`config.mk`:
```
export PLATFORM = sky130hd
export DESIGN_NAME = ccg_clock_control
export DESIGN_NICKNAME = d
export VERILOG_FILES = /design/src/logic/ccg_pkg.sv /design/src/logic/ccg_clock_control.sv
export SDC_FILE = /design/constraint.sdc
export NUM_CORES = 1
export LEC_CHECK = 0
export CAP_MARGIN = 20
export CORE_MARGIN = 1
export CORE_UTILIZATION = 36
export CTS_CLUSTER_DIAMETER = 30
export DETAILED_ROUTE_END_ITERATION = 8
export DONT_BUFFER_PORTS = 1
export PLACE_DENSITY = 0.55
export SLEW_MARGIN = 15
export SYNTH_ARGS = -nofsm -noshare
export SYNTH_HDL_FRONTEND = slang
export SYNTH_SLANG_ARGS = --single-unit
export TNS_END_PERCENT = 30
```
`constraint.sdc`:
```
create_clock -name pclk -period 5.28 [get_ports pclk]
set_input_delay 1.056 -clock pclk [delete_from_list [all_inputs] [get_ports pclk]]
set_output_delay 1.056 -clock pclk [all_outputs]
set_load 0.05 [all_outputs]
```
`src/logic/ccg_pkg.sv`:
```
`default_nettype none
// Shared constants and carriers for the clock control block
package ccg_pkg;
  // Register indices; byte address is four times the index
  localparam logic [7:0] IDX_GATE_A   = 8'h63;
  localparam logic [7:0] IDX_GATE_B   = 8'h64;
  localparam logic [7:0] IDX_GATE_C   = 8'h65;
  localparam logic [7:0] IDX_SYS_SEL  = 8'h66;
  localparam logic [7:0] IDX_I2S_STEP = 8'h67;
  localparam logic [7:0] IDX_I2S_MOD  = 8'h68;
  localparam logic [7:0] IDX_MIC_STEP = 8'h6c;
  localparam logic [7:0] IDX_MIC_MOD  = 8'h6d;
  localparam logic [7:0] IDX_FAST_SEL = 8'h70;
  localparam logic [7:0] IDX_LF_SEL   = 8'h73;
  localparam logic [7:0] IDX_STATUS   = 8'h74;
  // Reset values
  localparam logic [7:0] RST_GATE_A   = 8'h83;
  localparam logic [7:0] RST_GATE_B   = 8'h00;
  localparam logic [7:0] RST_GATE_C   = 8'h30;
  localparam logic [7:0] RST_SYS_SEL  = 8'h06;
  localparam logic [7:0] RST_I2S_STEP = 8'h00;
  localparam logic [7:0] RST_I2S_MOD  = 8'h02;
  localparam logic [7:0] RST_MIC_STEP = 8'h01;
  localparam logic [7:0] RST_MIC_MOD  = 8'h02;
  localparam logic [7:0] RST_FAST_SEL = 8'h00;
  localparam logic [7:0] RST_LF_SEL   = 8'h04;
  // Writable bits of the gate registers; reserved bits hold zero
  localparam logic [7:0] GATE_A_MASK  = 8'hbf;
  localparam logic [7:0] GATE_B_MASK  = 8'h1f;
  localparam logic [7:0] GATE_C_MASK  = 8'h37;
  // Field positions
  localparam int SYS_DIV_MSB   = 4;
  localparam int SYS_SRC_MSB   = 6;
  localparam int SYS_SRC_LSB   = 5;
  localparam int SYS_FAST_BIT  = 7;
  localparam int FAST_SEL_BIT  = 0;
  localparam int LF_SRC_BIT    = 0;
  localparam int LF_MIC_BIT    = 1;
  localparam int FRAC_EN_BIT   = 7;
  localparam int FRAC_STEP_MSB = 6;
  localparam int NUM_GATES     = 24;
  localparam int TIMER_GATE    = 9;  // Gate b, bit 1
  // Smallest usable integer divide ratio
  localparam logic [4:0] DIV_MIN = 5'h02;
  // Two-thirds divider: three source half periods per output period
  localparam logic [1:0] TWO_THIRDS_LAST = 2'h2;
  // Mux selections applied at reset
  localparam logic [1:0] SEL_RST_ZERO = 2'h0;

  // Raw source clocks arriving from the oscillators
  typedef struct packed {
    logic rc24;   // rc_osc_24m
    logic x24;    // crystal_24m_clock
    logic x48;    // Doubled crystal clock
    logic rc32k;  // rc_osc_32k
    logic x32k;   // crystal_32k_clock
  } ccg_src_t;

  // Clock levels produced by the block
  typedef struct packed {
    logic                  sys;      // System clock
    logic                  fast;     // fast_source_clock
    logic                  timer16;  // System timer clock
    logic                  i2s;      // Audio serial clock
    logic                  mic_pin;  // digital_microphone clock pin
    logic                  lf32k;    // Selected 32 kHz clock
    logic [NUM_GATES-1:0]  gated;    // Per-module gated clocks
  } ccg_clk_t;

  // Software registers
  typedef struct packed {
    logic [7:0] gate_a;
    logic [7:0] gate_b;
    logic [7:0] gate_c;
    logic [7:0] sys_sel;
    logic [7:0] i2s_step;
    logic [7:0] i2s_mod;
    logic [7:0] mic_step;
    logic [7:0] mic_mod;
    logic [7:0] fast_sel;
    logic [7:0] lf_sel;
  } ccg_regs_t;
endpackage : ccg_pkg
`default_nettype wire

```
`src/logic/ccg_clock_control.sv`:
```
`timescale 1ns/10ps
`default_nettype none

// Switches between clock levels only while both are low
module ccg_glitch_free_mux (
  input  wire logic       pclk,     // Block clock
  input  wire logic       presetn,  // Async reset, active low
  input  wire logic [3:0] src,      // Synchronised source levels
  input  wire logic [1:0] want,     // Requested source
  output logic            out,      // Selected level, registered
  output logic [1:0]      cur       // Source now applied
);
  // Applied selection moves only at a common low phase
  always_ff @(posedge pclk or negedge presetn) begin
    if (!presetn) begin
      cur <= ccg_pkg::SEL_RST_ZERO;
    end else if (want != cur && !out && !src[cur] && !src[want]) begin
      cur <= want;
    end
  end

  // Output follows the applied source one cycle late
  always_ff @(posedge pclk or negedge presetn) begin
    if (!presetn) begin
      out <= 1'b0;
    end else begin
      out <= src[cur];
    end
  end
endmodule : ccg_glitch_free_mux

// Phase accumulator giving tick rate times step over mod
module ccg_frac_div (
  input  wire logic       pclk,     // Block clock
  input  wire logic       presetn,  // Async reset, active low
  input  wire logic       tick,     // One pulse per 48 MHz rising edge
  input  wire logic       en,       // Run when high
  input  wire logic [6:0] step,     // Step value
  input  wire logic [7:0] mod,      // Mod value
  output logic            clk_out   // Divided clock, registered
);
  logic [7:0] acc;       // Phase accumulator
  logic [8:0] sum;       // Accumulator plus step
  logic [7:0] next_acc;  // Wrapped accumulator

  // Wrap at mod; half of each period is high
  always_comb begin
    sum      = {1'b0, acc} + {2'h0, step};
    next_acc = sum[7:0];
    if (sum >= {1'b0, mod}) begin
      next_acc = 8'(sum - {1'b0, mod});
    end
  end

  // Stopped divider parks low so the restart is clean
  always_ff @(posedge pclk or negedge presetn) begin
    if (!presetn) begin
      acc     <= 8'h00;
      clk_out <= 1'b0;
    end else if (!en) begin
      acc     <= 8'h00;
      clk_out <= 1'b0;
    end else if (tick) begin
      acc     <= next_acc;
      clk_out <= (next_acc >= (mod >> 1));
    end
  end
endmodule : ccg_frac_div

// Clock selection, division and module gating behind APB
module ccg_clock_control (
  input  wire logic            pclk,     // APB clock, 125 MHz
  input  wire logic            presetn,  // Async reset, active low
  input  wire logic            psel,     // APB select
  input  wire logic            penable,  // APB access phase
  input  wire logic            pwrite,   // APB direction
  input  wire logic [9:0]      paddr,    // APB byte address
  input  wire logic [31:0]     pwdata,   // APB write data
  output logic      [31:0]     prdata,   // APB read data, registered
  output logic                 pready,   // APB ready
  output logic                 pslverr,  // APB error on unmapped access
  input  wire ccg_pkg::ccg_src_t src,    // Raw oscillator clocks
  output ccg_pkg::ccg_clk_t    clk_out   // Produced clock levels
);
  ccg_pkg::ccg_regs_t regs;       // Software registers
  ccg_pkg::ccg_src_t  sync1;      // First synchroniser stage
  ccg_pkg::ccg_src_t  sync2;      // Second synchroniser stage
  ccg_pkg::ccg_src_t  prev;       // Last cycle, for edge finding
  logic               x48_rise;   // Doubled clock rising edge
  logic [1:0]         tt_edge;    // Edges feeding two-thirds dividers
  logic [1:0]         tt_lvl;     // Two-thirds outputs: 32 MHz, timer
  logic               fast_lvl;   // Fast source level
  logic               fast_prev;  // Fast level last cycle
  logic [1:0]         fast_cur;   // Applied fast selection
  logic [4:0]         div_n;      // Effective divide ratio
  logic [4:0]         div_cnt;    // Divider count
  logic               div_lvl;    // Divided clock level
  logic               sys_lvl;    // System clock level
  logic [1:0]         sys_cur;    // Applied system selection
  logic               i2s_lvl;    // Audio serial divider out
  logic               mic_div;    // Microphone divider out
  logic               lf_lvl;     // Selected 32 kHz level
  logic [1:0]         lf_cur;     // Applied 32 kHz selection
  logic               pin_lvl;    // Microphone pin level
  logic [1:0]         pin_cur;    // Applied pin selection
  logic [23:0]        gate_en;    // Gate requests, reserved masked
  logic [23:0]        gate_q;     // Gate enables held at low phase
  logic [23:0]        gated;      // Gated clock levels
  logic [7:0]         rd_idx;     // Register index from address
  logic               hit;        // Address maps to a register
  logic [7:0]         rd_val;     // Selected read value
  logic [7:0]         status;     // Applied selections

  // Sources come from other domains: two flops before any use
  always_ff @(posedge pclk or negedge presetn) begin
    if (!presetn) begin
      sync1 <= '0;
      sync2 <= '0;
      prev  <= '0;
    end else begin
      sync1 <= src;
      sync2 <= sync1;
      prev  <= sync2;
    end
  end

  assign x48_rise = sync2.x48 & ~prev.x48;
  assign tt_edge  = {sync2.x24 ^ prev.x24, sync2.x48 ^ prev.x48};

  // Fast source: index 0 doubled, 1 rc, 2 and 3 crystal
  // two-register selector
  ccg_glitch_free_mux u_fast_mux (
    .pclk    (pclk),
    .presetn (presetn),
    .src     ({sync2.x24, sync2.x24, sync2.rc24, sync2.x48}),
    .want    ({regs.fast_sel[ccg_pkg::FAST_SEL_BIT], regs.sys_sel[ccg_pkg::SYS_FAST_BIT]}),
    .out     (fast_lvl),
    .cur     (fast_cur)
  );

  // Two-thirds dividers count both edges, one third duty
  // 32 MHz from doubled clock; timer from crystal
  for (genvar g = 0; g < 2; g++) begin : g_two_thirds
    logic [1:0] ph;  // Half-period phase
    always_ff @(posedge pclk or negedge presetn) begin
      if (!presetn) begin
        ph        <= 2'h0;
        tt_lvl[g] <= 1'b0;
      end else if (tt_edge[g]) begin
        ph        <= (ph == ccg_pkg::TWO_THIRDS_LAST) ? 2'h0 : 2'(ph + 2'h1);
        tt_lvl[g] <= (ph == ccg_pkg::TWO_THIRDS_LAST);
      end
    end

  end

  // Ratios below two would stall the divider
  // guard on divider value
  assign div_n = (regs.sys_sel[ccg_pkg::SYS_DIV_MSB:0] < ccg_pkg::DIV_MIN)
               ? ccg_pkg::DIV_MIN : regs.sys_sel[ccg_pkg::SYS_DIV_MSB:0];

  // Integer divider counts fast rising edges
  always_ff @(posedge pclk or negedge presetn) begin
    if (!presetn) begin
      fast_prev <= 1'b0;
      div_cnt   <= 5'h00;
      div_lvl   <= 1'b0;
    end else begin
      fast_prev <= fast_lvl;
      // one output period per div_n fast periods
      if (fast_lvl && !fast_prev) begin
        div_cnt <= (div_cnt >= 5'(div_n - 5'h01)) ? 5'h00 : 5'(div_cnt + 5'h01);
        div_lvl <= (div_cnt >= 5'(div_n - 5'h01));
      end
    end
  end

  // System clock: 0 rc, 1 fast, 2 divided, 3 two-thirds
  // two-bit source select
  ccg_glitch_free_mux u_sys_mux (
    .pclk    (pclk),
    .presetn (presetn),
    .src     ({tt_lvl[0], div_lvl, fast_lvl, sync2.rc24}),
    .want    (regs.sys_sel[ccg_pkg::SYS_SRC_MSB:ccg_pkg::SYS_SRC_LSB]),
    .out     (sys_lvl),
    .cur     (sys_cur)
  );

  // audio serial enable bit; step and mod
  ccg_frac_div u_i2s_div (
    .pclk    (pclk),
    .presetn (presetn),
    .tick    (x48_rise),
    .en      (regs.i2s_step[ccg_pkg::FRAC_EN_BIT]),
    .step    (regs.i2s_step[ccg_pkg::FRAC_STEP_MSB:0]),
    .mod     (regs.i2s_mod),
    .clk_out (i2s_lvl)
  );

  // microphone enable bit; step and mod
  ccg_frac_div u_mic_div (
    .pclk    (pclk),
    .presetn (presetn),
    .tick    (x48_rise),
    .en      (regs.mic_step[ccg_pkg::FRAC_EN_BIT]),
    .step    (regs.mic_step[ccg_pkg::FRAC_STEP_MSB:0]),
    .mod     (regs.mic_mod),
    .clk_out (mic_div)
  );

  // 32 kHz source: 0 rc, 1 crystal
  // low-frequency source bit
  ccg_glitch_free_mux u_lf_mux (
    .pclk    (pclk),
    .presetn (presetn),
    .src     ({2'b00, sync2.x32k, sync2.rc32k}),
    .want    ({1'b0, regs.lf_sel[ccg_pkg::LF_SRC_BIT]}),
    .out     (lf_lvl),
    .cur     (lf_cur)
  );

  // Microphone pin: 0 divider, 1 the 32 kHz clock
  // pin source bit
  ccg_glitch_free_mux u_pin_mux (
    .pclk    (pclk),
    .presetn (presetn),
    .src     ({2'b00, lf_lvl, mic_div}),
    .want    ({1'b0, regs.lf_sel[ccg_pkg::LF_MIC_BIT]}),
    .out     (pin_lvl),
    .cur     (pin_cur)
  );

  // Reserved gate bits are stored as zero
  // gate a; gate b; gate c
  assign gate_en = {regs.gate_c & ccg_pkg::GATE_C_MASK,
                    regs.gate_b & ccg_pkg::GATE_B_MASK,
                    regs.gate_a & ccg_pkg::GATE_A_MASK};

  // Gates change only while their clock is low, so no runt pulse
  for (genvar i = 0; i < ccg_pkg::NUM_GATES; i++) begin : g_gate
    logic base;  // Clock feeding this gate
    assign base = (i == ccg_pkg::TIMER_GATE) ? tt_lvl[1] : sys_lvl;
    always_ff @(posedge pclk or negedge presetn) begin
      if (!presetn) begin
        gate_q[i] <= 1'b0;
        gated[i]  <= 1'b0;
      end else begin
        if (!base) begin
          gate_q[i] <= gate_en[i];
        end
        gated[i] <= base & gate_q[i];
      end
    end
  end

  assign clk_out = '{sys: sys_lvl, fast: fast_lvl, timer16: tt_lvl[1], i2s: i2s_lvl,
                     mic_pin: pin_lvl, lf32k: lf_lvl, gated: gated};

  // Applied selections, for software to see a switch has landed
  assign status = {2'b00, pin_cur[0], lf_cur[0], fast_cur, sys_cur};

  // Address decode; zero wait states, low bits of address ignored
  assign rd_idx = paddr[9:2];
  always_comb begin
    hit    = 1'b1;
    rd_val = 8'h00;
    case (rd_idx)
      ccg_pkg::IDX_GATE_A:   rd_val = regs.gate_a;
      ccg_pkg::IDX_GATE_B:   rd_val = regs.gate_b;
      ccg_pkg::IDX_GATE_C:   rd_val = regs.gate_c;
      ccg_pkg::IDX_SYS_SEL:  rd_val = regs.sys_sel;
      ccg_pkg::IDX_I2S_STEP: rd_val = regs.i2s_step;
      ccg_pkg::IDX_I2S_MOD:  rd_val = regs.i2s_mod;
      ccg_pkg::IDX_MIC_STEP: rd_val = regs.mic_step;
      ccg_pkg::IDX_MIC_MOD:  rd_val = regs.mic_mod;
      ccg_pkg::IDX_FAST_SEL: rd_val = regs.fast_sel;
      ccg_pkg::IDX_LF_SEL:   rd_val = regs.lf_sel;
      ccg_pkg::IDX_STATUS:   rd_val = status;
      default:               hit    = 1'b0;
    endcase
  end

  assign pready  = 1'b1;
  assign pslverr = psel & penable & ~hit;

  // Read data captured in the setup cycle, stable through access
  always_ff @(posedge pclk or negedge presetn) begin
    if (!presetn) begin
      prdata <= 32'h0000_0000;
    end else if (psel && !penable && !pwrite) begin
      prdata <= {24'h00_0000, rd_val};
    end
  end

  // Writes land at the access edge; status and unmapped ignored
  always_ff @(posedge pclk or negedge presetn) begin
    if (!presetn) begin
      regs <= '{gate_a: ccg_pkg::RST_GATE_A, gate_b: ccg_pkg::RST_GATE_B,
                gate_c: ccg_pkg::RST_GATE_C, sys_sel: ccg_pkg::RST_SYS_SEL,
                i2s_step: ccg_pkg::RST_I2S_STEP, i2s_mod: ccg_pkg::RST_I2S_MOD,
                mic_step: ccg_pkg::RST_MIC_STEP, mic_mod: ccg_pkg::RST_MIC_MOD,
                fast_sel: ccg_pkg::RST_FAST_SEL, lf_sel: ccg_pkg::RST_LF_SEL};
    end else if (psel && penable && pwrite) begin
      case (rd_idx)
        ccg_pkg::IDX_GATE_A:   regs.gate_a   <= pwdata[7:0] & ccg_pkg::GATE_A_MASK;
        ccg_pkg::IDX_GATE_B:   regs.gate_b   <= pwdata[7:0] & ccg_pkg::GATE_B_MASK;
        ccg_pkg::IDX_GATE_C:   regs.gate_c   <= pwdata[7:0] & ccg_pkg::GATE_C_MASK;
        ccg_pkg::IDX_SYS_SEL:  regs.sys_sel  <= pwdata[7:0];
        ccg_pkg::IDX_I2S_STEP: regs.i2s_step <= pwdata[7:0];
        ccg_pkg::IDX_I2S_MOD:  regs.i2s_mod  <= pwdata[7:0];
        ccg_pkg::IDX_MIC_STEP: regs.mic_step <= pwdata[7:0];
        ccg_pkg::IDX_MIC_MOD:  regs.mic_mod  <= pwdata[7:0];
        ccg_pkg::IDX_FAST_SEL: regs.fast_sel <= pwdata[7:0];
        ccg_pkg::IDX_LF_SEL:   regs.lf_sel   <= pwdata[7:0];
        default:               regs          <= regs;
      endcase
    end
  end
endmodule : ccg_clock_control
`default_nettype wire

```
# Word-level counts from Yosys, hierarchy flattened
# Index checks and enable logic that the tools add are counted.
# Widths: inputs -> output; s select.
[word_totals]
regBits = 168
latch_bits = 0
n_memories = 0
in_bits = 52
mem_bits_rw = 0
rom_bits = 0
wordCells = 216
[op_classes]
addsub = 8
magnitude_cmp = 14
div = 0
eq_ne = 19
bitwise_logic = 24
muxes = 32
shifts = 0
n_mul = 0
n_reduce_logical = 43
[op_table]
columns = ["cell", "count"]
rows = [
  ["$eq 8x7->1 const B", 11],
  ["$pmux 8 s11", 1],
  ["$mux 8", 6],
  ["$and 1x1->1", 20],
  ["$reduce_and 2->1", 10],
  ["$add 8x7->9", 2],
  ["$ge 9x8->1", 2],
  ["$logic_and 1x1->1", 17],
  ["$mux 1", 17],
  ["$ge 8x7->1", 2],
  ["$sub 8x8->8", 2],
  ["$logic_not 1->1", 15],
  ["$lt 1x3->1 const B", 4],
  ["$lt 2x3->1 const B", 4],
  ["$reduce_or 11->1", 1],
  ["$mux 5", 2],
  ["$bmux 1 s2", 4],
  ["$add 5x1->5 const B", 1],
  ["$ge 5x5->1", 1],
  ["$lt 5x2->1 const B", 1],
  ["$sub 5x1->5 const B", 1],
  ["$add 2x1->2 const B", 2],
  ["$eq 2x2->1 const B", 2],
  ["$mux 2", 2],
  ["other kinds (5)", 10],
]

# Logic depth before layout (Yosys ltp)
# Gate-level depths: netlist (run 1).
[depth]
word_depth = 6
mapped_depth = 20
mapped_depth_nobuf = 19

# Hierarchy
# From an unflattened synthesis (run 1), not the netlist that was laid out.
[hier_totals]
cells_unflattened = 853
hier_area_um2 = 9867.0
[by_module_without_submodules]
columns = ["module", "area_each_um2", "n_inst", "cells_per_inst"]
rows = [
  ["ccg_clock_control", 6516.2, 1, 505],
  ["ccg_frac_div", 1347.5, 2, 150],
  ["ccg_glitch_free_mux", 163.9, 4, 12],
]

# Worst setup path after synthesis (run 1)
# OpenSTA, ideal clock, no wires.
[synth_timing]
path_kind = "register to register"
startpoint = "register regs[40] (netlist name)"
endpoint = "register u_i2s_div.clk_out"
setup_slack_ps = 1096
path_stages_with_launch = 20
arrival_time_ps = 4061
cell_sequence = "dfrtp_1 > ha_1 > fa_1 > a211oi_1 > o21bai_1 > a21oi_1 > xnor2_1 > ha_1 > a2111oi_0 > a2bb2oi_1 > a21o_1 > buf_2 > mux2_2 > ha_1 > nand2b_1 > a21o_1 > a21oi_1 > o21ai_0 > a31oi_1 > o2bb2ai_1"
[synth_between]
elab_chain_cells = 6
word_cells_on_any_way = 7
[synth_rtl]
columns = ["item", "line", "rtl"]
rows = [
  ["start: declaration", "ccg_clock_control.sv:85", "ccg_pkg::ccg_regs_t regs;"],
  ["start signal: assignment", "ccg_clock_control.sv:298", "regs <= '{gate_a: ccg_pkg::RST_GATE_A, gate_b: ccg_pkg::RST_GATE_B,"],
  ["start signal: assignment", "ccg_clock_control.sv:315", "default: regs <= regs;"],
  ["$add 8x7->9 (*)", "ccg_clock_control.sv:48", "sum = {1'b0, acc} + {2'h0, step};"],
  ["$sub 8x8->8 or $ge 9x8->1 (tied branches)", "ccg_clock_control.sv:51, ccg_clock_control.sv:50", ""],
  ["$mux 8 (*)", "ccg_clock_control.sv:50", "if (sum >= {1'b0, mod}) begin"],
  ["$ge 8x7->1 (*)", "ccg_clock_control.sv:65", "clk_out <= (next_acc >= (mod >> 1));"],
  ["$mux 1 (*)", "ccg_clock_control.sv:63", "end else if (tick) begin"],
  ["$mux 1 (*)", "ccg_clock_control.sv:60", "end else if (!en) begin"],
  ["end signal: assignment", "ccg_clock_control.sv:65", ""],
  ["end: declaration", "ccg_clock_control.sv:40", "output logic clk_out"],
]
# Every way passes the cells marked *; elsewhere a longest branch is shown, timed or not. The select of a mux whose other input is x is not followed.
# A chain may end at the register's enable or synchronous reset.

# Final worst setup path (run 1)
[layout_timing]
startpoint = "register regs[24] (netlist name)"
endpoint = "register u_mic_div.clk_out"
[layout_between]
elab_chain_cells = 6
word_cells_on_any_way = 7
[layout_rtl]
columns = ["item", "line"]
rows = [
  ["$add 8x7->9 (*)", "ccg_clock_control.sv:48"],
  ["$sub 8x8->8 or $ge 9x8->1 (tied branches)", "ccg_clock_control.sv:51, ccg_clock_control.sv:50"],
  ["$mux 8 (*)", "ccg_clock_control.sv:50"],
  ["$ge 8x7->1 (*)", "ccg_clock_control.sv:65"],
  ["$mux 1 (*)", "ccg_clock_control.sv:63"],
  ["$mux 1 (*)", "ccg_clock_control.sv:60"],
  ["end signal: assignment", "ccg_clock_control.sv:65"],
  ["end: declaration", "ccg_clock_control.sv:40"],
]
# Marks and branches as above.

==> metrics, run 1 <==
status finished, final reports clean; relative max-transition margin 35.7%; Post-synth EDFFs 0; Comb pwr share 10.3%; Yosys cell types 81; first-pass GRT wire length 35300 µm; max-cap viol count 0; Highest Clock Rate 211 MHz; RSZ-0062 raised after global routing no; slowest CP cell nor4b_4; # nets final 957; Post-DRT Antenna Nets 0; Worst Reg2Reg Path Length in Cells 18; Place WS 0.492 ns; post-CTS setup buffers 0; Max IR drop VDD 191 µV; Max FO, Critical Path 7; ys async rst share 100%; Multi-input gate area approximately 4900 µm²; flops & latches, synth roughly 170; P per Cell Area 288 nW/µm²; Worst-Margin Slew 0.960 ns; clock-pin slew on the worst setup and hold paths 0.07 ns; Filler Cells Inserted 2541; # rows 59; DR vias between 6000 and 7000; final cell count without fillers 1197; Post-Syn Area roughly 9500 µm²; DIE WIDTH 165 µm; initial DRC count between 400 and 500; Seq/Total Area, Yosys 44.3%; synth top area cells dfrtp_1, mux2_2, ha_1; vias per cell 5.31; Tcrit/Tclk final 89.9%; area of the core around 26000 µm²; Final HPWL DP 16600 µm; residual DRC count 0; Clock power frac between 40% and 50%; Switching Power 0.853 mW; antenna violations before repair 0; full die area 27100 µm²; top cell type's share of synthesized area 41.2%; sequential power share 48.5%; Req. time, crit path 5.59 ns; Die Y-Extent approximately 160 µm; area leader, netlist dfrtp_1; Mapped Cells 867; Syn Area/Cell 11.0 µm²; most frequent cell after synthesis dfrtp_1; hold-fix buffer count after cts 0; Sw Share about 29%; # diodes 0; Area Growth Syn to Fin 7.38%; post-CTS sizing 0; CP bufs+invs 1; final WL between 20000 and 25000 µm; Worst path top cell family by delay adder cells; Syn. warnings 0; Longest Clk Path Bufs 2; TritonCTS clock tree done; H-tree Lvls 4; setup TNS 0 ns; skew final about 0.013 ns; min cycle time layout about 4.7 ns; Register Area between 4000 and 5000 µm²; Startpoint Class register; largest net degree at the start of global routing 169; CTS buffer count 17; total grt overflow 0; min-delay worst type primary input to asynchronous set/reset pin; # IOs 116; vias in the first global route slightly above 6000; Hold Vio Cnt, Final 0; most used flip-flop cell after synthesis dfrtp_1; Root Buffer clkbuf_16; Initial Utilization 36.7%; Placed Cells incl. Taps 1165; setup violators final 0; Lkg Pwr 4.87 nW; RePlAce Congestion ~0.84; P_int 2.10 mW; # port buffers 0; CP Data Arrival Time 5.06 ns; CP max stage delay 0.44 ns; Crit path depth 18; Global Route Usage Sum 17.3%; synth cell count leaders dfrtp_1, mux2_2, nand2_1; router iterations before antenna repair 5; DR WL/cell 18.8 µm; fraction of layout cells with a size suffix above 1 about 15%; WS Path Type register to register; clock sink total around 170; Skew-Pair Late Insertion Delay 0.44 ns; count of pins over their slew limit 0; CP Capture Type register; critical path cell sequence ha_1, fa_1, a21oi_1, nand4b_1, nand2_1, xor2_1, ha_1, a21oi_1, nor3b_2, a211o_1, nor4b_4, buf_4, mux2_2, ha_1, a21oi_1, o21ai_0, a31oi_1, o32ai_1; post-layout power 2.95 mW; Setup WS post-layout 0.532 ns
==> placed cells by master (no fill, tap or decap), drive strengths merged, types with 5 or more instances in the layout <==
master    n
clkinv    5
nor3b     5
mux2i    20
a22oi    11
xor2      5
mux2    103
a21o     13
a211oi    7
nand4     6
nor2b    10
dfstp    11
a31oi     6
xnor2    16
dfrtp   157
o21ba     7
clkbuf   17
o22ai     5
nand2    54
o21ai    52
o211ai    5
nand2b   15
a21oi    29
conb     32
and2     23
nand3    13
o21a     15
and3      5
nor3     18
nor2     32
inv      37
ha       52
==> layer usage <==
| layer | wire (µm) | GRT usage, % |
|---|---|---|
| met1 | 11200 | 25.0 |
| met2 | 10000 | 26.3 |
| met3 | 1030 | 3.62 |
| met4 | 269 | 4.38 |
| met5 | 0 | 0 |
==> state kept, by name, indices dropped and copies added, names as in the netlist, 8 cells and up <==
name,cells
regs,56
clk_out,17
gate_en,17
gate_q,17
prdata,8
u_i2s_div.acc,8
u_mic_div.acc,8
==> final cells by class <==
cell class	instances	area share, %
Clock buffer	17	4.16
Sequential cell	168	41.2
Tap cell	335	4.10
Inverter	29	1.06
Timing Repair Buffer	4	0.293
Clock inverter	15	1.48
Multi-Input combinational cell	629	47.7
==> path summary, 6_finish.rpt <==
check                                      from                       endpoint  slack (ns)
setup / recovery           regs[24]$_DFFE_PN1P_  u_mic_div.clk_out$_DFFE_PN0P_        0.53
setup reg to reg           regs[24]$_DFFE_PN1P_  u_mic_div.clk_out$_DFFE_PN0P_        0.53
hold / removal                          presetn          tt_lvl[0]$_DFFE_PN0P_        0.32
hold reg to reg              sync1[0]$_DFF_PN0_             sync2[0]$_DFF_PN0_        0.35
max in group asynchronous               presetn        gate_en[21]$_DFFE_PN1P_        4.66
min in group pclk            sync1[0]$_DFF_PN0_             sync2[0]$_DFF_PN0_        0.35
==> through the flow <==
step / util [%] / hold WS, ns / instance area, µm²
after floorplan: - / 0.331 / 9640
after global placement: 37.2 / 0.334 / 9660
after detailed placement: 37.2 / 0.336 / 9660
after CTS: 39.4 / 0.307 / 10200
after global routing: 39.4 / 0.304 / 10200
final: 39.4 / 0.325 / 10200
==> logic make-up after synthesis <==
logic type      after synthesis  synth area share [%]
other cells                   2                0.0788
mux                         125                  15.0
fa+ha+maj                    56                  7.67
compound gates              194                  13.8
simple gates                201                  11.6
buf+inv                     100                  5.71
xor+xnor                     21                  1.93
flops                       168                  44.3
==> power groups by stage <==
| stage | clock [mW] | combinational, mW | sequential, mW |
|---|---|---|---|
| 3_5_place_dp | 0 | 0.304 | 1.45 |
| 5_1_grt | 1.29 | 0.337 | 1.44 |
| 6_report | 1.22 | 0.304 | 1.43 |
| 3_3_place_gp | 0 | 0.299 | 1.45 |
| 2_1_floorplan | 0 | 0.309 | 1.42 |
| 4_1_cts | 1.24 | 0.305 | 1.43 |
==> worst reg2reg max path: stages, from the launching register on <==
cell      delay (ns)
dfstp_2         0.40
ha_1            0.24
fa_1            0.41
a21oi_1         0.21
nand4b_1        0.18
nand2_1         0.08
xor2_1          0.22
ha_1            0.35
a21oi_1         0.21
nor3b_2         0.22
a211o_1         0.24
nor4b_4         0.44
buf_4           0.24
mux2_2          0.35
ha_1            0.27
a21oi_1         0.12
o21ai_0         0.12
a31oi_1         0.21
o32ai_1         0.12
Note: power is estimated with default switching activity, not from simulation.
==> run 2, diff against run 1 <==
- PLACE_DENSITY: 0.55 -> not set
- PLACE_DENSITY_LB_ADDON: not set -> 0.12
- clock period: 5.28 -> 5.24 ns (I/O delays scaled with it)
==> run 2 against run 1 <==
Worst hold slack lost 0.016 ns. Total power grew 6.4%. Non-clock buffer count is the same. Clock skew is essentially flat. Fmax grew 0.24%. Sequential cell count is the same. Critical path depth grew 2. Die area is the same. Wire length grew 4.5%. Combinational power is essentially flat. Core utilization grew 0.31 points. Clock-buffer cell count is the same. Critical endpoint unchanged. Highest routed layer unchanged.
==> metrics, run 2 (synthesized netlist as in run 1, its figures left out) <==
status finished, final reports clean; Worst-Margin Slew 1.03 ns (+0.0747 ns); min cycle time layout 4.74 ns (-0.0115 ns); Biggest register regs; vias per cell 5.32 (+0.11%); skew final 0.0130 ns (+0.000101 ns); CP Data Arrival Time 5.04 ns (-0.02 ns); max-cap viol count 0 (unchanged); DIE WIDTH 165 µm (unchanged); Area Growth Syn to Fin 8.23%; Min Hold Slack 0.309 ns (-0.0158 ns); vias in the first global route 6245 (+2.3%); DR vias 6372 (+0.19%); CTS buffer count 17 (unchanged); TritonCTS clock tree done; hold-fix buffer count after cts 0 (unchanged); post-CTS sizing 0 (unchanged); # port buffers 0 (unchanged); setup TNS 0 ns (unchanged); RePlAce Congestion 0.875 (+3.6%); Root Buffer clkbuf_16; setup violators final 0 (unchanged); count of pins over their slew limit 0 (unchanged); commonest non-fill, non-tap cell in the layout dfrtp_1; largest net degree at the start of global routing 169 (unchanged); final WL 23500 µm (+4.5%); Largest register FFs 56 (unchanged); Max IR drop VDD 217 µV (+14%); total grt overflow 0 (unchanged); Post-DRT Antenna Nets 0 (unchanged); Final HPWL DP 17200 µm (+3.6%); WS Path Type register to register; Lkg Pwr 4.92 nW (+0.88%); P per Cell Area 304 nW/µm² (+5.5%); Initial Utilization 36.7% (unchanged); fraction of layout cells with a size suffix above 1 14.8% (unchanged); relative max-transition margin 30.7% (-5.0 points); clock-pin slew on the worst setup and hold paths 0.08 ns (about the same); Multi-input gate area 4880 µm² (unchanged); initial DRC count 407 (-6.9%); clock sink total 168 (unchanged); final cell count without fillers 1198 (+0.084%); Startpoint Class register; antenna violations before repair 1 (+1); Req. time, crit path 5.54 ns (-0.05 ns); # IOs 116 (unchanged); Register Area 4220 µm² (unchanged); Global Route Usage Sum 18.4% (+1.1 points); CP Capture Type register; RSZ-0062 raised after global routing no; first-pass GRT wire length 37200 µm (+5.4%); most frequent cells in the layout dfrtp_1, mux2_2, nand2_1; Hold Vio Cnt, Final 0 (unchanged); Placed Cells incl. Taps 1165 (unchanged); Skew-Pair Late Insertion Delay 0.43 ns (about the same); H-tree Lvls 4 (unchanged); area of the core 26000 µm² (unchanged); Longest Clk Path Bufs 2 (unchanged); full die area 27100 µm² (unchanged); Max FO, Critical Path 13 (+6); residual DRC count 0 (unchanged); Die Y-Extent 165 µm (unchanged); Highest Clock Rate 211 MHz (+0.24%); DR WL/cell 19.6 µm (+4.4%); # rows 59 (unchanged); Tcrit/Tclk final 90.4% (+0.47 points); Filler Cells Inserted 2535 (-0.24%); # nets final 957 (unchanged); router iterations before antenna repair 5 (unchanged); post-CTS setup buffers 0 (unchanged); min-delay worst type primary input to asynchronous set/reset pin
## run 2: cell types whose count changed in the layout (fill, tap and decap cells not counted)
cell,previous run,this run
clkinvlp_4,2,0
inv_8,3,5
inv_6,6,2
bufinv_16,0,3
diode_2,0,1
clkinv_8,2,3
## run 2: final timing paths
path	from	to	slack (ns)	cells after the start
min in group pclk	sync1[3]$_DFF_PN0_	sync2[3]$_DFF_PN0_	0.35	0
min reg2reg	sync1[3]$_DFF_PN0_	sync2[3]$_DFF_PN0_	0.35	0
max reg2reg	regs[24]$_DFFE_PN1P_	u_mic_div.clk_out$_DFFE_PN0P_	0.50	20
min	presetn	clk_out[8]$_DFF_PN0_	0.31	0
max	regs[24]$_DFFE_PN1P_	u_mic_div.clk_out$_DFFE_PN0P_	0.50	20
max in group asynchronous	presetn	regs[49]$_DFFE_PN1P_	4.60	0
## run 2: cell type report
class	count	share of cell area, %
diodes	1	0.0243
clock buffers	17	4.12
clock inverters	15	2.23
inverters	29	1.06
multi-input cells	629	47.3
flip-flops and latches	168	40.9
well taps	335	4.06
repair buffers	4	0.291
## run 2: stage by stage
stage	util (%)	setup WS, ns	power [mW]	area (µm²)
floorplan	-	1.06	1.74	9640
finish	39.7	0.503	3.14	10300
global route	39.7	0.130	3.27	10300
CTS	39.7	0.506	3.18	10300
global placement	37.2	0.545	1.77	9660
detailed placement	37.2	0.513	1.77	9660
## run 2: worst max-delay path: stages, from the launching register on
cell and delay (ns):
dfstp_2 0.40, ha_1 0.24, fa_1 0.41, a21oi_1 0.21
nand4b_1 0.18, nand2_1 0.08, xor2_1 0.23, ha_1 0.35
a21oi_1 0.22, nor3b_2 0.22, a211o_1 0.24, nor4b_4 0.21
buf_4 0.24, mux2i_1 0.21, ha_1 0.24, nand2b_1 0.14
a21o_1 0.18, a21oi_1 0.16, o21ai_0 0.12, a31oi_1 0.21
o32ai_1 0.12
## run 2: per-layer routing
| layer | track usage, % | wire (µm) |
|---|---|---|
| met1 | 26.5 | 11700 |
| met2 | 28.2 | 10500 |
| met3 | 3.67 | 1090 |
| met4 | 4.38 | 274 |
| met5 | 0 | 0 |
## run 2: power breakdown
group          internal [mW]  switching [mW]
clock network          0.784           0.610
logic                  0.122           0.182
registers               1.36          0.0823
total                   2.26           0.875
==> run 3, diff against run 2 <==
- PLACE_DENSITY_LB_ADDON: 0.12 -> 0.25
==> run 3 against run 2 <==
Final cell count barely moved. Clock-buffer cell count did not move. Core utilization down 0.32 points. Global-route usage down 0.80 points. Combinational power about the same. First-iteration DRC count grew 12%. Critical path depth down 1. Sequential share of layout area rose by 0.33 points. Via count grew 0.17%. Worst hold slack better by 0.0025 ns. Wire length decreased by 4.3%. Critical path type unchanged.
==> metrics, run 3 (synthesized netlist as in run 1, its figures left out) <==
status finished, final reports clean; Setup WS post-layout 0.422 ns (-0.0812 ns); residual DRC count 0 (unchanged); Place WS 0.463 ns (-0.0502 ns); skew final 0.00762 ns (-0.00536 ns); # nets final 957 (unchanged); Tcrit/Tclk final 91.9% (+1.5 points); first-pass GRT wire length 35800 µm (-3.7%); Switching Power 0.855 mW (-2.2%); Clock power frac 41.4% (-3.0 points); Lkg Pwr 4.89 nW (-0.65%); CP Data Arrival Time 5.13 ns (+0.09 ns); Area Growth Syn to Fin 7.35%; post-CTS setup buffers 0 (unchanged); vias per cell 5.33 (+0.26%); hold-fix buffer count after cts 0 (unchanged); Req. time, crit path 5.56 ns (+0.02 ns); setup TNS 0 ns (unchanged); Initial Utilization 36.7% (unchanged); max-cap viol count 0 (unchanged); total grt overflow 0 (unchanged); Hold Vio Cnt, Final 0 (unchanged); TritonCTS clock tree done; worst r2r dst u_i2s_div.clk_out$_DFFE_PN0P_; largest net degree at the start of global routing 169 (unchanged); clock-pin slew on the worst setup and hold paths 0.07 ns (about the same); Biggest register regs; most frequent cells in the layout dfrtp_1, mux2_2, nand2_1; Comb pwr share 10.2% (+0.5 points); Root Buffer clkbuf_16; H-tree Lvls 4 (unchanged); Sw Share 28.8% (+0.91 points); P per Cell Area 290 nW/µm² (-4.5%); DR vias 6383 (+0.17%); clock sink total 168 (unchanged); initial DRC count 457 (+12%); post-layout power 2.97 mW (-5.3%); CP Capture Type register; Max FO, Critical Path 10 (-3); count of pins over their slew limit 0 (unchanged); Startpoint Class register; Longest Clk Path Bufs 2 (unchanged); Min Hold Slack 0.312 ns (+0.00246 ns); Final HPWL DP 16500 µm (-4.2%); Die Y-Extent 165 µm (unchanged); Max IR drop VDD 216 µV (-0.71%); P_int 2.12 mW (-6.5%); router iterations before antenna repair 5 (unchanged); Worst Reg2Reg Path Length in Cells 19 (-5.0%); RePlAce Congestion 0.882 (+0.85%); relative max-transition margin 46.3% (+16 points); setup violators final 0 (unchanged); RSZ-0062 raised after global routing no; min-delay worst type primary input to asynchronous set/reset pin; # port buffers 0 (unchanged); commonest non-fill, non-tap cell in the layout dfrtp_1; Highest Clock Rate 208 MHz (-1.7%); Post-DRT Antenna Nets 0 (unchanged); # diodes 0 (-1); Worst-Margin Slew 0.800 ns (-0.234 ns); area of the core 26000 µm² (unchanged); vias in the first global route 6147 (-1.6%); sequential power share 48.5% (+2.7 points); fraction of layout cells with a size suffix above 1 14.8% (unchanged); # rows 59 (unchanged); worst flop-to-flop path startpoint regs[40]$_DFFE_PN0P_; final WL 22500 µm (-4.3%); # IOs 116 (unchanged); DIE WIDTH 165 µm (unchanged); min cycle time layout 4.82 ns (+0.0812 ns); DR WL/cell 18.8 µm (-4.2%); internal reg-to-reg setup slack 0.42 ns (-0.08 ns); WS Path Type register to register; Skew-Pair Late Insertion Delay 0.43 ns (about the same); Largest register FFs 56 (unchanged); CTS buffer count 17 (unchanged); full die area 27100 µm² (unchanged); antenna violations before repair 1 (unchanged); post-CTS sizing 0 (unchanged); Global Route Usage Sum 17.6% (-0.80 points)
-- run 3: cell types whose count changed in the layout (fill, tap and decap cells not counted), sizes merged --
cell    before  now
bufinv       3    0
diode        1    0
inv         35   38
-- run 3: cell type report --
class | count | area (µm²)
clock inverter | 15 | 149
tap | 335 | 419
timing repair buffer | 4 | 30.0
inverter | 29 | 109
clock buffer | 17 | 425
multi-input combinational | 629 | 4880
sequential | 168 | 4220
fill | 2531 | 15800
-- run 3: worst max-delay path by stage --
stage,start,slack (ns),endpoint,depth (start not counted)
CTS,regs[40]$_DFFE_PN0P_,0.42,u_i2s_div.clk_out$_DFFE_PN0P_,19
detailed placement,regs[40]$_DFFE_PN0P_,0.46,u_i2s_div.clk_out$_DFFE_PN0P_,19
finish,regs[40]$_DFFE_PN0P_,0.42,u_i2s_div.clk_out$_DFFE_PN0P_,19
floorplan,regs[40]$_DFFE_PN0P_,1.06,u_i2s_div.clk_out$_DFFE_PN0P_,19
global placement,regs[40]$_DFFE_PN0P_,0.50,u_i2s_div.clk_out$_DFFE_PN0P_,18
global route,regs[40]$_DFFE_PN0P_,0.03,u_i2s_div.clk_out$_DFFE_PN0P_,18
-- run 3: stage by stage --
step	cells	instance area, µm²	util (%)
finish	1197	10200	39.4
global placement	1165	9660	37.2
floorplan	897	9640	-
global route	1197	10200	39.4
detailed placement	1165	9660	37.2
CTS	1197	10200	39.4
-- run 3: power groups by stage --
stage | combinational [mW] | sequential, mW | clock, mW
2_1_floorplan | 0.311 | 1.43 | 0
3_3_place_gp | 0.301 | 1.46 | 0
3_5_place_dp | 0.305 | 1.46 | 0
4_1_cts | 0.306 | 1.44 | 1.26
5_1_grt | 0.344 | 1.45 | 1.32
6_report | 0.302 | 1.44 | 1.23
-- run 3: routing by layer --
layer,vias to the layer above,GRT usage [%],wire [µm]
li1,3046,-,-
met1,3152,25.2,11000
met2,160,26.1,9880
met3,25,3.54,1110
met4,0,6.46,496
met5,-,0,0
-- run 3: critical path, stage by stage, from the launching register on --
cell and delay (ns):
dfrtp_1 0.42, ha_1 0.26, fa_1 0.43, a211oi_1 0.34, o21bai_1 0.12, a21oi_1 0.18
xnor2_1 0.11, ha_1 0.35, o21ai_0 0.10, nor2_1 0.10, a2bb2oi_1 0.30, a21o_1 0.39
mux2_2 0.39, ha_1 0.27, nand2b_1 0.14, a21o_1 0.18, a21oi_1 0.20, o21ai_0 0.13
a31oi_1 0.19, o2bb2ai_1 0.08
